### src/pkg/hape_map.svh
// Register offsets, field positions, reset values and codes for the shadow register emulation
`ifndef HAPE_MAP_SVH
`define HAPE_MAP_SVH

// Shadow command block offsets (register index on the plain port)
`define HAPE_OFF_DATA      4'h0
`define HAPE_OFF_FEATURE   4'h1
`define HAPE_OFF_COUNT     4'h2
`define HAPE_OFF_LBA_LOW   4'h3
`define HAPE_OFF_LBA_MID   4'h4
`define HAPE_OFF_LBA_HIGH  4'h5
`define HAPE_OFF_DEVICE    4'h6
`define HAPE_OFF_COMMAND   4'h7
// Read of the command offset returns status
`define HAPE_OFF_STATUS    4'h7
// Control block: device control on write, alternate status on read
`define HAPE_OFF_CONTROL   4'hE
// Adapter control: write bit 0 to request a bus reset
`define HAPE_OFF_ADAPTER   4'hF

// Field positions
`define HAPE_BIT_BUSY      7
`define HAPE_BIT_DRV_SEL   4
`define HAPE_BIT_SOFT_RST  2
`define HAPE_BIT_INT_DIS   1
`define HAPE_BIT_BUS_RST   0

// Reset values and codes
`define HAPE_RST_STATUS    8'h00
`define HAPE_RST_CONTROL   8'h00
`define HAPE_RST_DEVICE    8'h00
`define HAPE_NOTSEL_READ   8'h00
`define HAPE_CMD_DIAG      8'h90

`endif

### src/pkg/hape_pkg.sv
// Types shared by the shadow register emulation
package hape_pkg;

  // Adapter emulation states, one-hot
  typedef enum logic [2:0] {
    HAPE_SEL_QUIET  = 3'b001,
    HAPE_SEL_SIGNAL = 3'b010,
    HAPE_OTHER_DRV  = 3'b100
  } hape_state_t;

  // Shadow command and control block contents
  typedef struct packed {
    logic [7:0] data;
    logic [7:0] feature;
    logic [7:0] count;
    logic [7:0] lba_low;
    logic [7:0] lba_mid;
    logic [7:0] lba_high;
    logic [7:0] device;
    logic [7:0] status;
    logic [7:0] control;
  } hape_shadow_t;

  // Host-to-device register frame request toward transport
  typedef struct packed {
    logic         command_flag;
    hape_shadow_t shadow;
  } hape_h2d_t;

  // Device-to-host register frame from transport
  typedef struct packed {
    logic         pending;
    hape_shadow_t shadow;
  } hape_d2h_t;

endpackage : hape_pkg

### src/hw/hape_core.sv
// Host adapter command layer emulating one parallel drive over shadow registers
//
// The implementer's own choices: the register offsets and the strobed register port.
`timescale 1ns/1ns
`include "hape_map.svh"
module hape_core
  import hape_pkg::*;
#(
  parameter int ADDR_W = 4
)
(
  // Clock and reset
  input  wire logic              clock,
  input  wire logic              reset_n,
  // Host register port
  input  wire logic [ADDR_W-1:0] reg_addr,
  input  wire logic [7:0]        reg_wdata,
  input  wire logic              reg_write,
  input  wire logic              reg_read,
  output logic [7:0]             reg_rdata,
  // Transport: outgoing register frame
  output logic                   h2d_valid,
  output hape_h2d_t              h2d_frame,
  // Transport: incoming register frame
  input  wire logic              d2h_valid,
  input  wire hape_d2h_t         d2h_frame,
  // Link: bus reset request
  output logic                   link_bus_reset,
  // Host interrupt and status
  output logic                   host_intr,
  output hape_state_t            state_out
);

  ////////////////////////////////////////////////////////////////////////
  // Declarations
  hape_state_t  state;          // Current emulation state
  hape_state_t  next_state;     // Next emulation state
  hape_shadow_t shadow;         // Shadow command and control blocks
  logic         pending;        // Interrupt pending flag
  logic         wr_data;        // Write decodes
  logic         wr_ctrl;
  logic         wr_cmd;
  logic         wr_dev;
  logic         wr_bus_rst;
  logic         rd_status;      // Read decodes
  logic         rd_alt;
  logic         new_soft_reset_bit;       // Written soft reset value
  logic         new_interrupt_disable_bit;       // Written interrupt disable value
  logic         new_dev;        // Written drive select value
  logic         selected;       // Drive 0 selected
  logic         set_busy;       // Busy set request
  logic         clr_pending;    // Pending clear request
  logic         clr_drv_sel;    // Drive select clear request
  logic         send_frame;     // Frame send request
  logic         send_cmd_flag;  // Command flag of that frame
  logic         signal_cond;    // Enabled and pending after this write

  ////////////////////////////////////////////////////////////////////////
  // Address decode
  always_comb begin
    wr_data    = reg_write && (reg_addr <= `HAPE_OFF_LBA_HIGH);
    wr_dev     = reg_write && (reg_addr == `HAPE_OFF_DEVICE);
    wr_cmd     = reg_write && (reg_addr == `HAPE_OFF_COMMAND);
    wr_ctrl    = reg_write && (reg_addr == `HAPE_OFF_CONTROL);
    wr_bus_rst = reg_write && (reg_addr == `HAPE_OFF_ADAPTER)
                 && reg_wdata[`HAPE_BIT_BUS_RST];
    rd_status  = reg_read && (reg_addr == `HAPE_OFF_STATUS);
    rd_alt     = reg_read && (reg_addr == `HAPE_OFF_CONTROL);
    new_soft_reset_bit   = reg_wdata[`HAPE_BIT_SOFT_RST];
    new_interrupt_disable_bit   = reg_wdata[`HAPE_BIT_INT_DIS];
    new_dev    = reg_wdata[`HAPE_BIT_DRV_SEL];
    selected   = (state != HAPE_OTHER_DRV);
  end

  ////////////////////////////////////////////////////////////////////////
  // Transition logic
  always_comb begin
    next_state    = state;
    set_busy      = 1'b0;
    clr_pending   = 1'b0;
    clr_drv_sel   = 1'b0;
    send_frame    = 1'b0;
    send_cmd_flag = 1'b0;
    signal_cond   = 1'b0;
    case (state)
      // Drive 0 selected, either state
      HAPE_SEL_QUIET, HAPE_SEL_SIGNAL: begin
        if (wr_bus_rst) begin
          // Bus reset from a selected state
          set_busy    = 1'b1;
          clr_pending = 1'b1;
          next_state  = HAPE_SEL_QUIET;
        end else if (wr_ctrl && new_soft_reset_bit) begin
          // Soft reset asserted
          set_busy    = 1'b1;
          clr_pending = 1'b1;
          send_frame  = 1'b1;
          next_state  = HAPE_SEL_QUIET;
        end else if (wr_ctrl) begin
          // Soft reset low: frame always sent, the optional skip is not taken
          send_frame  = 1'b1;
          signal_cond = !new_interrupt_disable_bit && pending;
          next_state  = signal_cond ? HAPE_SEL_SIGNAL : HAPE_SEL_QUIET;
        end else if (wr_cmd) begin
          // Command issue
          set_busy      = 1'b1;
          clr_pending   = 1'b1;
          send_frame    = 1'b1;
          send_cmd_flag = 1'b1;
          next_state    = HAPE_SEL_QUIET;
        end else if (wr_dev && new_dev) begin
          // Other drive selected
          next_state = HAPE_OTHER_DRV;
        end else if ((state == HAPE_SEL_SIGNAL) && rd_status) begin
          // Status read acknowledges the interrupt
          clr_pending = 1'b1;
          next_state  = HAPE_SEL_QUIET;
        end else if ((state == HAPE_SEL_QUIET) && d2h_valid) begin
          // Incoming frame may raise the interrupt
          if (d2h_frame.pending && !shadow.control[`HAPE_BIT_INT_DIS]) begin
            next_state = HAPE_SEL_SIGNAL;
          end
        end
        // Other writes and reads keep the state
      end
      // Drive 1 selected
      HAPE_OTHER_DRV: begin
        if (wr_bus_rst) begin
          // Bus reset also deselects drive 1
          set_busy    = 1'b1;
          clr_pending = 1'b1;
          clr_drv_sel = 1'b1;
          next_state  = HAPE_SEL_QUIET;
        end else if (wr_ctrl && new_soft_reset_bit) begin
          // Soft reset returns to drive 0
          set_busy    = 1'b1;
          clr_pending = 1'b1;
          clr_drv_sel = 1'b1;
          send_frame  = 1'b1;
          next_state  = HAPE_SEL_QUIET;
        end else if (wr_ctrl) begin
          // Control frame, stay deselected
          send_frame = 1'b1;
        end else if (wr_cmd && (reg_wdata == `HAPE_CMD_DIAG)) begin
          // Diagnostic reaches drive 0
          set_busy      = 1'b1;
          clr_pending   = 1'b1;
          clr_drv_sel   = 1'b1;
          send_frame    = 1'b1;
          send_cmd_flag = 1'b1;
          next_state    = HAPE_SEL_QUIET;
        end else if (wr_dev && !new_dev) begin
          // Reselect drive 0
          signal_cond = !shadow.control[`HAPE_BIT_INT_DIS] && pending;
          next_state  = signal_cond ? HAPE_SEL_SIGNAL : HAPE_SEL_QUIET;
        end
        // Non-diagnostic commands and other traffic stay here
      end
      default: begin
        next_state = HAPE_SEL_QUIET;
      end
    endcase
  end

  ////////////////////////////////////////////////////////////////////////
  // State register
  always_ff @(posedge clock or negedge reset_n) begin
    if (!reset_n) begin
      state <= HAPE_SEL_QUIET;
    end else begin
      state <= next_state;
    end
  end

  ////////////////////////////////////////////////////////////////////////
  // Pending flag; a frame arriving with a clear wins over the clear
  always_ff @(posedge clock or negedge reset_n) begin
    if (!reset_n) begin
      pending <= 1'b0;
    end else if (d2h_valid) begin
      pending <= d2h_frame.pending;
    end else if (clr_pending) begin
      pending <= 1'b0;
    end
  end

  ////////////////////////////////////////////////////////////////////////
  // Shadow registers
  always_ff @(posedge clock or negedge reset_n) begin
    if (!reset_n) begin
      shadow         <= '0;
      shadow.status  <= `HAPE_RST_STATUS;
      shadow.control <= `HAPE_RST_CONTROL;
      shadow.device  <= `HAPE_RST_DEVICE;
    end else begin
      // Incoming frame replaces the command block in any state
      if (d2h_valid) begin
        shadow <= d2h_frame.shadow;
        shadow.control <= shadow.control;
      end
      // Host writes to the command and control blocks
      if (wr_data) begin
        case (reg_addr)
          `HAPE_OFF_DATA:     shadow.data     <= reg_wdata;
          `HAPE_OFF_FEATURE:  shadow.feature  <= reg_wdata;
          `HAPE_OFF_COUNT:    shadow.count    <= reg_wdata;
          `HAPE_OFF_LBA_LOW:  shadow.lba_low  <= reg_wdata;
          `HAPE_OFF_LBA_MID:  shadow.lba_mid  <= reg_wdata;
          default:            shadow.lba_high <= reg_wdata;
        endcase
      end
      if (wr_dev) begin
        shadow.device <= reg_wdata;
      end
      if (wr_ctrl) begin
        shadow.control <= reg_wdata;
      end
      // Command code is held in the status slot of the shadow registers
      if (wr_cmd && send_cmd_flag) begin
        shadow.status <= reg_wdata;
      end
      if (set_busy) begin
        shadow.status[`HAPE_BIT_BUSY] <= 1'b1;
      end
      if (clr_drv_sel) begin
        shadow.device[`HAPE_BIT_DRV_SEL] <= 1'b0;
      end
    end
  end

  ////////////////////////////////////////////////////////////////////////
  // Outgoing frame request, one-cycle pulse with written values merged
  always_ff @(posedge clock or negedge reset_n) begin
    if (!reset_n) begin
      h2d_valid <= 1'b0;
      h2d_frame <= '0;
    end else begin
      h2d_valid <= send_frame;
      if (send_frame) begin
        h2d_frame.command_flag <= send_cmd_flag;
        h2d_frame.shadow       <= shadow;
        if (wr_ctrl) begin
          h2d_frame.shadow.control <= reg_wdata;
        end
        if (wr_cmd) begin
          h2d_frame.shadow.status <= reg_wdata;    // Command code carried here
        end
      end
    end
  end

  ////////////////////////////////////////////////////////////////////////
  // Bus reset request pulse toward the link
  always_ff @(posedge clock or negedge reset_n) begin
    if (!reset_n) begin
      link_bus_reset <= 1'b0;
    end else begin
      link_bus_reset <= wr_bus_rst;
    end
  end

  ////////////////////////////////////////////////////////////////////////
  // Read data, one cycle after the strobe
  always_ff @(posedge clock or negedge reset_n) begin
    if (!reset_n) begin
      reg_rdata <= 8'h00;
    end else if (reg_read) begin
      if (!selected && (rd_status || rd_alt)) begin
        reg_rdata <= `HAPE_NOTSEL_READ;
      end else begin
        case (reg_addr)
          `HAPE_OFF_DATA:     reg_rdata <= shadow.data;
          `HAPE_OFF_FEATURE:  reg_rdata <= shadow.feature;
          `HAPE_OFF_COUNT:    reg_rdata <= shadow.count;
          `HAPE_OFF_LBA_LOW:  reg_rdata <= shadow.lba_low;
          `HAPE_OFF_LBA_MID:  reg_rdata <= shadow.lba_mid;
          `HAPE_OFF_LBA_HIGH: reg_rdata <= shadow.lba_high;
          `HAPE_OFF_DEVICE:   reg_rdata <= shadow.device;
          `HAPE_OFF_STATUS:   reg_rdata <= shadow.status;
          `HAPE_OFF_CONTROL:  reg_rdata <= shadow.status;
          default:            reg_rdata <= 8'h00;
        endcase
      end
    end else begin
      reg_rdata <= 8'h00;
    end
  end

  ////////////////////////////////////////////////////////////////////////
  // Interrupt output and state view
  hape_intr_gate u_intr (
    .clock     (clock),
    .reset_n   (reset_n),
    .state     (state),
    .host_intr (host_intr)
  );

  assign state_out = state;

endmodule : hape_core

### src/hw/hape_intr_gate.sv
// Interrupt output gate for the selected-signalling state
`timescale 1ns/1ns
module hape_intr_gate
  import hape_pkg::*;
(
  // Clock and reset
  input  wire logic        clock,
  input  wire logic        reset_n,
  // State in
  input  wire hape_state_t state,
  // Host interrupt line
  output logic             host_intr
);

  // Registered so the line never glitches on state decode
  always_ff @(posedge clock or negedge reset_n) begin
    if (!reset_n) begin
      host_intr <= 1'b0;
    end else begin
      host_intr <= (state == HAPE_SEL_SIGNAL);
    end
  end

endmodule : hape_intr_gate

### config.mk
export PLATFORM = sky130hd
export DESIGN_NAME = hape_core
export DESIGN_NICKNAME = d
export VERILOG_FILES = /design/src/pkg/hape_pkg.sv /design/src/hw/hape_core.sv /design/src/hw/hape_intr_gate.sv
export VERILOG_INCLUDE_DIRS = /design/src /design/src/pkg
export SDC_FILE = /design/constraint.sdc
export NUM_CORES = 1
export LEC_CHECK = 0
export ABC_CLOCK_PERIOD_IN_PS = 2760
export BUFFER_PORTS_ARGS = -buffer_cell sky130_fd_sc_hd__buf_2
export CAP_MARGIN = 10
export CORE_MARGIN = 5
export CORE_UTILIZATION = 36
export DETAILED_ROUTE_END_ITERATION = 16
export PLACE_DENSITY = 0.63
export SLEW_MARGIN = 10
export SYNTH_ARGS = -nofsm -noshare
export SYNTH_HDL_FRONTEND = slang
export SYNTH_HIERARCHICAL = 1
export SYNTH_SLANG_ARGS = --single-unit
### constraint.sdc
create_clock -name clock -period 2.76 [get_ports clock]
set_clock_uncertainty 0.2 [all_clocks]
set_input_delay 0.552 -clock clock [delete_from_list [all_inputs] [get_ports clock]]
set_output_delay 0.552 -clock clock [all_outputs]
set_load 0.01 [all_outputs]
==> results.py, run 1 <==
metrics = {
    "floorplan": {
        "num_rows": 53,
        "ioPinCount": 177,
        "die_y_um": 155,
        "chipWidth_um": 155,
        "initial_core_util_pct": 36.4,
        "coreArea_um2": 20900,
        "die_area_um2": 24100,
    },
    "yosys": {
        "ys_ff_latch": 160,
        "ys.flop_type": "dfrtp_1",
        "syn_avg_cell_area_um2": 11.9,
        "synth_area_leader_cell": "dfrtp_1",
        "synthTopCellsByArea": "dfrtp_1 52%, mux2i_1 9.6%, mux2_2 8.1%, mux2_4 7.9%, a21oi_1 3.7%",
        "synth.cell_area_um2": 7600,
        "netlist_instances": 638,
        "yosysUniqueCellTypes": 52,
        "syn_nets": 728,
        "yosys_warnings": 6,
        "synth_edf_count": 0,
        "yosysTopAreaCellShare_pct": 52.3,
        "async_flop_share_pct": 100,
        "seq_area_frac_synth_pct": 52.7,
    },
    "layout": {
        "drive_above_1_share_pct": 40.8,
        "areaGrowthSynthToFinish_pct": 24.2,
        "fin_cells": 1099,
        "final_core_util_pct": 45.2,
        "antenna_cells": 0,
        "final_net_count": 902,
        "most-common-layout-cells": "166 x buf_2, 159 x dfrtp_1, 73 x mux2i_1",
        "mostFrequentLayoutCell": "buf_2",
    },
    "power_and_ir_drop": {
        "ir_worst_vdd_mv": 0.447,
        "p_per_area_nw_per_um2": 863,
        "leakage_uw": 0.00463,
    },
    "detailed_routing": {
        "drt_pass1_iterations": 8,
        "wl_per_cell_um": 20.5,
        "viasPerCell": 4.98,
        "drc": 0,
        "detailedRoute.firstIterationViolations": 329,
        "ant_nets": 0,
        "routed_wirelength_um": 22500,
        "num_vias": 5474,
    },
    "grt": {
        "grt_pass1_wl_um": 34500,
        "grt_overflow_total": 0,
        "grt_max_degree": 68,
        "grt_pass1_vias": 5628,
        "grt_antenna_before_repair": 3,
        "track_usage_pct": 18.9,
    },
    "timing": {
        "layout_min_cycle_time_ns": 2.45,
        "holdWs_ns": 0.186,
        "tns_ns": 0,
        "finalCritPeriodShare_pct": 88.7,
        "setup_viol": 0,
        "slew_violations": 0,
        "fmax_ghz": 0.408,
        "rsz0062_at_grt": "false",
        "tightest_slew_ns": 1.11,
        "fin_ws_ns": 0.311,
        "slew_headroom_pct": 25.6,
        "hold_viol_final": 0,
    },
    "setup_path": {
        "crit_path_start_kind": "flop",
        "cp-end-kind": "flop",
        "crit_type": "flop to flop",
        "critPathSlowestCell": "nor3b_1",
        "path_cells": "nor3b_1, o21ai_0, a21oi_1, o22ai_1, mux2_2",
        "worst_ep_arrival_time_ns": 2.55,
        "worstPathMaxFanout": 8,
        "critPathLaunch": "state_out[2]",
        "reg2reg_from": "state_out[2]",
        "slowest_delay_ns": 0.58,
        "required_ns": 2.86,
    },
    "placement": {
        "routabilityCongestion": 0.864,
        "preCtsSetupSlack_ns": 0.156,
        "port_buffers": 168,
        "place_inst": 1067,
        "dp_hpwl_um": 16300,
    },
    "clock_network": {
        "numClockSinks": 160,
        "post-cts-setup-buffer-count": 0,
        "cts_buffer_depth": 2,
        "clkTransAtPathRegs_ns": 0.06,
        "root_buffer": "clkbuf_16",
        "cts_resized": 0,
        "cts_buffers": 17,
        "tritoncts": "built",
        "ctsHtreeMaxLevel": 4,
        "clk_latency_ns": 0.41,
        "cts_hold_buf": 1,
    },
    "hold_path": {
        "min-delay-start": "d2h_frame[72]",
        "hp-class": "input port to flop",
    },
    "run": {
        "drv_cap": 0,
    },
    "run_status": {
        "status": "complete, no violations",
    },
}
-- cell type report --
class                           count  area (µm²)
Clock buffer                       21         460
Multi-Input combinational cell    429        3370
Clock inverter                     10        86.3
Inverter                            3        11.3
Timing Repair Buffer              201        1160
Sequential cell                   160        4010
Tap cell                          275         344
Fill cell                        1993       11400
-- power breakdown --
part	leakage (µW)	switching, µW	internal (µW)
clock	0.000265	948	1280
combinational	0.00243	1060	1340
sequential	0.00194	466	3060
total	0.00463	2470	5680
-- layer usage --
metal / track usage [%] / part of all wire [%] / up-vias / routed length, µm
met5: 0 / 0.15 / - / 34
met4: 3.96 / 0.98 / 6 / 220
met3: 4.39 / 5.6 / 19 / 1260
met2: 28.8 / 46 / 171 / 10400
met1: 27.7 / 47 / 2658 / 10600
li1: - / - / 2620 / -
-- path summary, 6_finish.rpt --
path,to,slack [ns],depth (start not counted)
max in group asynchronous,h2d_frame[12],1.17,3
worst min register to register,shadow[2],0.29,1
worst min-delay path,pending,0.19,3
min in group asynchronous,h2d_frame[43],0.46,2
worst max register to register,state_out[1],0.31,5
worst max-delay path,state_out[1],0.31,5
-- flip-flops by register name, indices dropped and copies added (netlist names) --
name              cells
shadow               72
link_bus_reset        1
pending               1
reg_rdata             8
h2d_frame            73
state_out             3
h2d_valid             1
u_intr/host_intr      1
-- Yosys cell counts, types with 4 or more instances --
master / instances
a211oi_1: 4
a21o_1: 4
a21oi_1: 56
buf_1: 6
buf_2: 8
buf_6: 5
clkbuf_1: 26
dfrtp_1: 159
mux2_2: 55
mux2_4: 40
mux2i_1: 73
nand2_1: 32
nand2b_1: 5
nand3b_1: 4
nor2_1: 65
nor2b_1: 6
o21ai_0: 27
or2_2: 4
-- stage by stage --
step           power, µW  area, µm²
2_1_floorplan       4950       7600
3_3_place_gp        5940       8880
3_5_place_dp        5990       8880
4_1_cts             8250       9440
5_1_grt             8610       9440
6_report            8150       9440
-- critical path: cells and delay by family, from the launching register on --
family	cells	cell delay [ns]
AOI/OAI and AO/OA	3	0.74
muxes	1	0.29
DFF	1	0.52
and+or+nand+nor	1	0.58
-- cell families (layout without fill, tap and decap cells) --
| logic type | Yosys count | count (layout) | synth area share, % |
|---|---|---|---|
| multiplexers | 170 | 170 | 26.2 |
| AND/OR/NAND/NOR | 137 | 137 | 8.52 |
| flip-flops | 160 | 160 | 52.7 |
| buffers and inverters | 49 | 235 | 3.09 |
| AO/OA/AOI/OAI | 119 | 119 | 9.13 |
| XOR/XNOR | 3 | 3 | 0.346 |
Note: power is estimated with default switching activity, not from simulation.
==> inputs of run 2 (changes only) <==
--- a/config.mk
+++ b/config.mk
@@ -6,13 +6,16 @@
 export SDC_FILE = /design/constraint.sdc
 export NUM_CORES = 1
 export LEC_CHECK = 0
+export ABC_AREA = 0
 export ABC_CLOCK_PERIOD_IN_PS = 2760
 export BUFFER_PORTS_ARGS = -buffer_cell sky130_fd_sc_hd__buf_2
 export CAP_MARGIN = 10
+export CORE_ASPECT_RATIO = 1.4
 export CORE_MARGIN = 5
 export CORE_UTILIZATION = 36
 export DETAILED_ROUTE_END_ITERATION = 16
 export PLACE_DENSITY = 0.63
+export SKIP_LAST_GASP = 1
 export SLEW_MARGIN = 10
 export SYNTH_ARGS = -nofsm -noshare
 export SYNTH_HDL_FRONTEND = slang
==> results.py, run 2 (synthesized netlist as in run 1, its figures left out) <==
metrics = {
    "timing": {
        "setup_viol": 0,
        "slew_violations": 0,
        "tns_ns": 0,
        "fmax_ghz": 0.403,
        "tightest_slew_ns": 1.08,
        "hold_viol_final": 0,
        "slew_headroom_pct": 27.7,
        "fin_ws_ns": 0.277,
        "rsz0062_at_grt": "false",
        "layout_min_cycle_time_ns": 2.48,
        "finalCritPeriodShare_pct": 90.0,
    },
    "setup_path": {
        "cp_common_cell": "nor3b_1",
        "worst_ep_arrival_time_ns": 2.53,
        "path_buf_inv": 1,
        "worstPathMaxFanout": 16,
        "path_cells": "nor3b_1, buf_4, nor3b_1, o21ai_1, o21ai_0",
        "cpLargestDelayFamily": "compound AO/OA/AOI/OAI gates",
        "required_ns": 2.81,
        "cp-end-kind": "flop",
        "critPathSlowestCell": "o21ai_1",
        "worst-r2r-setup-slack_ns": 0.28,
        "crit_type": "flop to flop",
        "crit_path_start_kind": "flop",
        "slowest_delay_ns": 0.83,
    },
    "floorplan": {
        "ioPinCount": 177,
        "die_y_um": 182,
        "die_area_um2": 24200,
        "num_rows": 63,
        "chipWidth_um": 133,
        "coreArea_um2": 21000,
        "initial_core_util_pct": 36.3,
    },
    "clock_network": {
        "tritoncts": "built",
        "cts_buffers": 17,
        "clk_latency_ns": 0.43,
        "numClockSinks": 160,
        "root_buffer": "clkbuf_16",
        "cts_buffer_depth": 2,
        "ctsHtreeMaxLevel": 4,
        "clkTransAtPathRegs_ns": 0.07,
    },
    "detailed_routing": {
        "drc": 0,
        "ant_nets": 0,
        "wl_per_cell_um": 21.0,
        "routed_wirelength_um": 22700,
        "drt_pass1_iterations": 5,
        "viasPerCell": 5.16,
        "num_vias": 5587,
        "detailedRoute.firstIterationViolations": 366,
    },
    "layout": {
        "final_net_count": 900,
        "seqCellArea_um2": 4010,
        "drive_above_1_share_pct": 40.9,
        "most-common-layout-cells": "166 x buf_2, 159 x dfrtp_1, 73 x mux2i_1",
        "areaGrowthSynthToFinish_pct": 24.8,
        "antenna_cells": 0,
        "reg_top3": "h2d_frame x73, shadow x72, reg_rdata x8",
        "fin_cells": 1083,
        "fill_cells": 1999,
        "top_register": "h2d_frame",
        "multi_input_area_um2": 3370,
        "mostFrequentLayoutCell": "buf_2",
        "largest_reg_flops": 73,
    },
    "grt": {
        "grt_max_degree": 68,
        "grt_pass1_vias": 5807,
        "grt_pass1_wl_um": 34700,
        "grt_antenna_before_repair": 2,
        "grt.met1_usage_pct": 23.6,
        "grt_busiest_layer": "met2",
        "track_usage_pct": 18.9,
        "grt_overflow_total": 0,
        "met2_usage_pct": 32.5,
        "grtUsageMet3_pct": 3.71,
    },
    "run": {
        "drv_cap": 0,
    },
    "placement": {
        "routabilityCongestion": 0.887,
        "place_inst": 1050,
        "preCtsSetupSlack_ns": 0.0806,
        "dp_hpwl_um": 16700,
        "port_buffers": 168,
    },
    "power_and_ir_drop": {
        "fin_total_pwr_uw": 8580,
        "ir_worst_vdd_mv": 0.405,
        "p_per_area_nw_per_um2": 904,
        "leakage_uw": 0.00467,
    },
    "hold_path": {
        "hp-class": "input port to flop",
    },
    "run_status": {
        "status": "complete, no violations",
    },
}
run 2: worst register-to-register path: stages (launching register included):
cell and delay, ns:
dfstp_2 0.66, nor3b_1 0.10, buf_4 0.17, nor3b_1 0.13, o21ai_1 0.83, o21ai_0 0.21
run 2: layout make-up:
cell class              count  share of cell area, %
repair buffers            199                   11.8
clock buffers              17                   4.48
multi-input cells         429                   35.5
flip-flops and latches    160                   42.2
inverters                   3                  0.119
well taps                 260                   3.43
clock inverters            15                   2.45
run 2: through the flow:
stage               util (%)  cell area [µm²]  hold slack [ns]
finish                  45.3             9490            0.164
global route            45.3             9490            0.172
CTS                     45.3             9490            0.146
detailed placement      42.1             8830            0.289
global placement        42.1             8830            0.279
floorplan                  -             7600           0.0564
run 2: path summary, 6_finish.rpt:
path,start,cells after the start,to
setup / recovery,state_out[0],5,h2d_frame[72]
hold / removal,d2h_frame[72],3,pending
setup reg to reg,state_out[0],5,h2d_frame[72]
hold reg to reg,shadow[7],1,shadow[7]
max in group asynchronous,reset_n,3,shadow[23]
min in group asynchronous,reset_n,2,h2d_frame[61]
run 2: repair_timing:
| item | 4_1_cts | 5_1_grt |
|---|---|---|
| hold endpoints to repair | 36 | 0 |
| setup buffers | 0 | 0 |
| resized for setup | 0 | 0 |
| hold buffers | 1 | 0 |
run 2: routing by layer:
metal	vias to the layer above	part of all wire, %
met5	-	0.062
met4	4	2.3
met3	33	4.1
met2	151	52
met1	2767	42
li1	2632	-
run 2: power breakdown:
group	leakage, µW	switching [µW]	internal (µW)
Clock	0.000318	1030	1620
Sequential	0.00194	486	3060
Combinational	0.00241	1060	1330
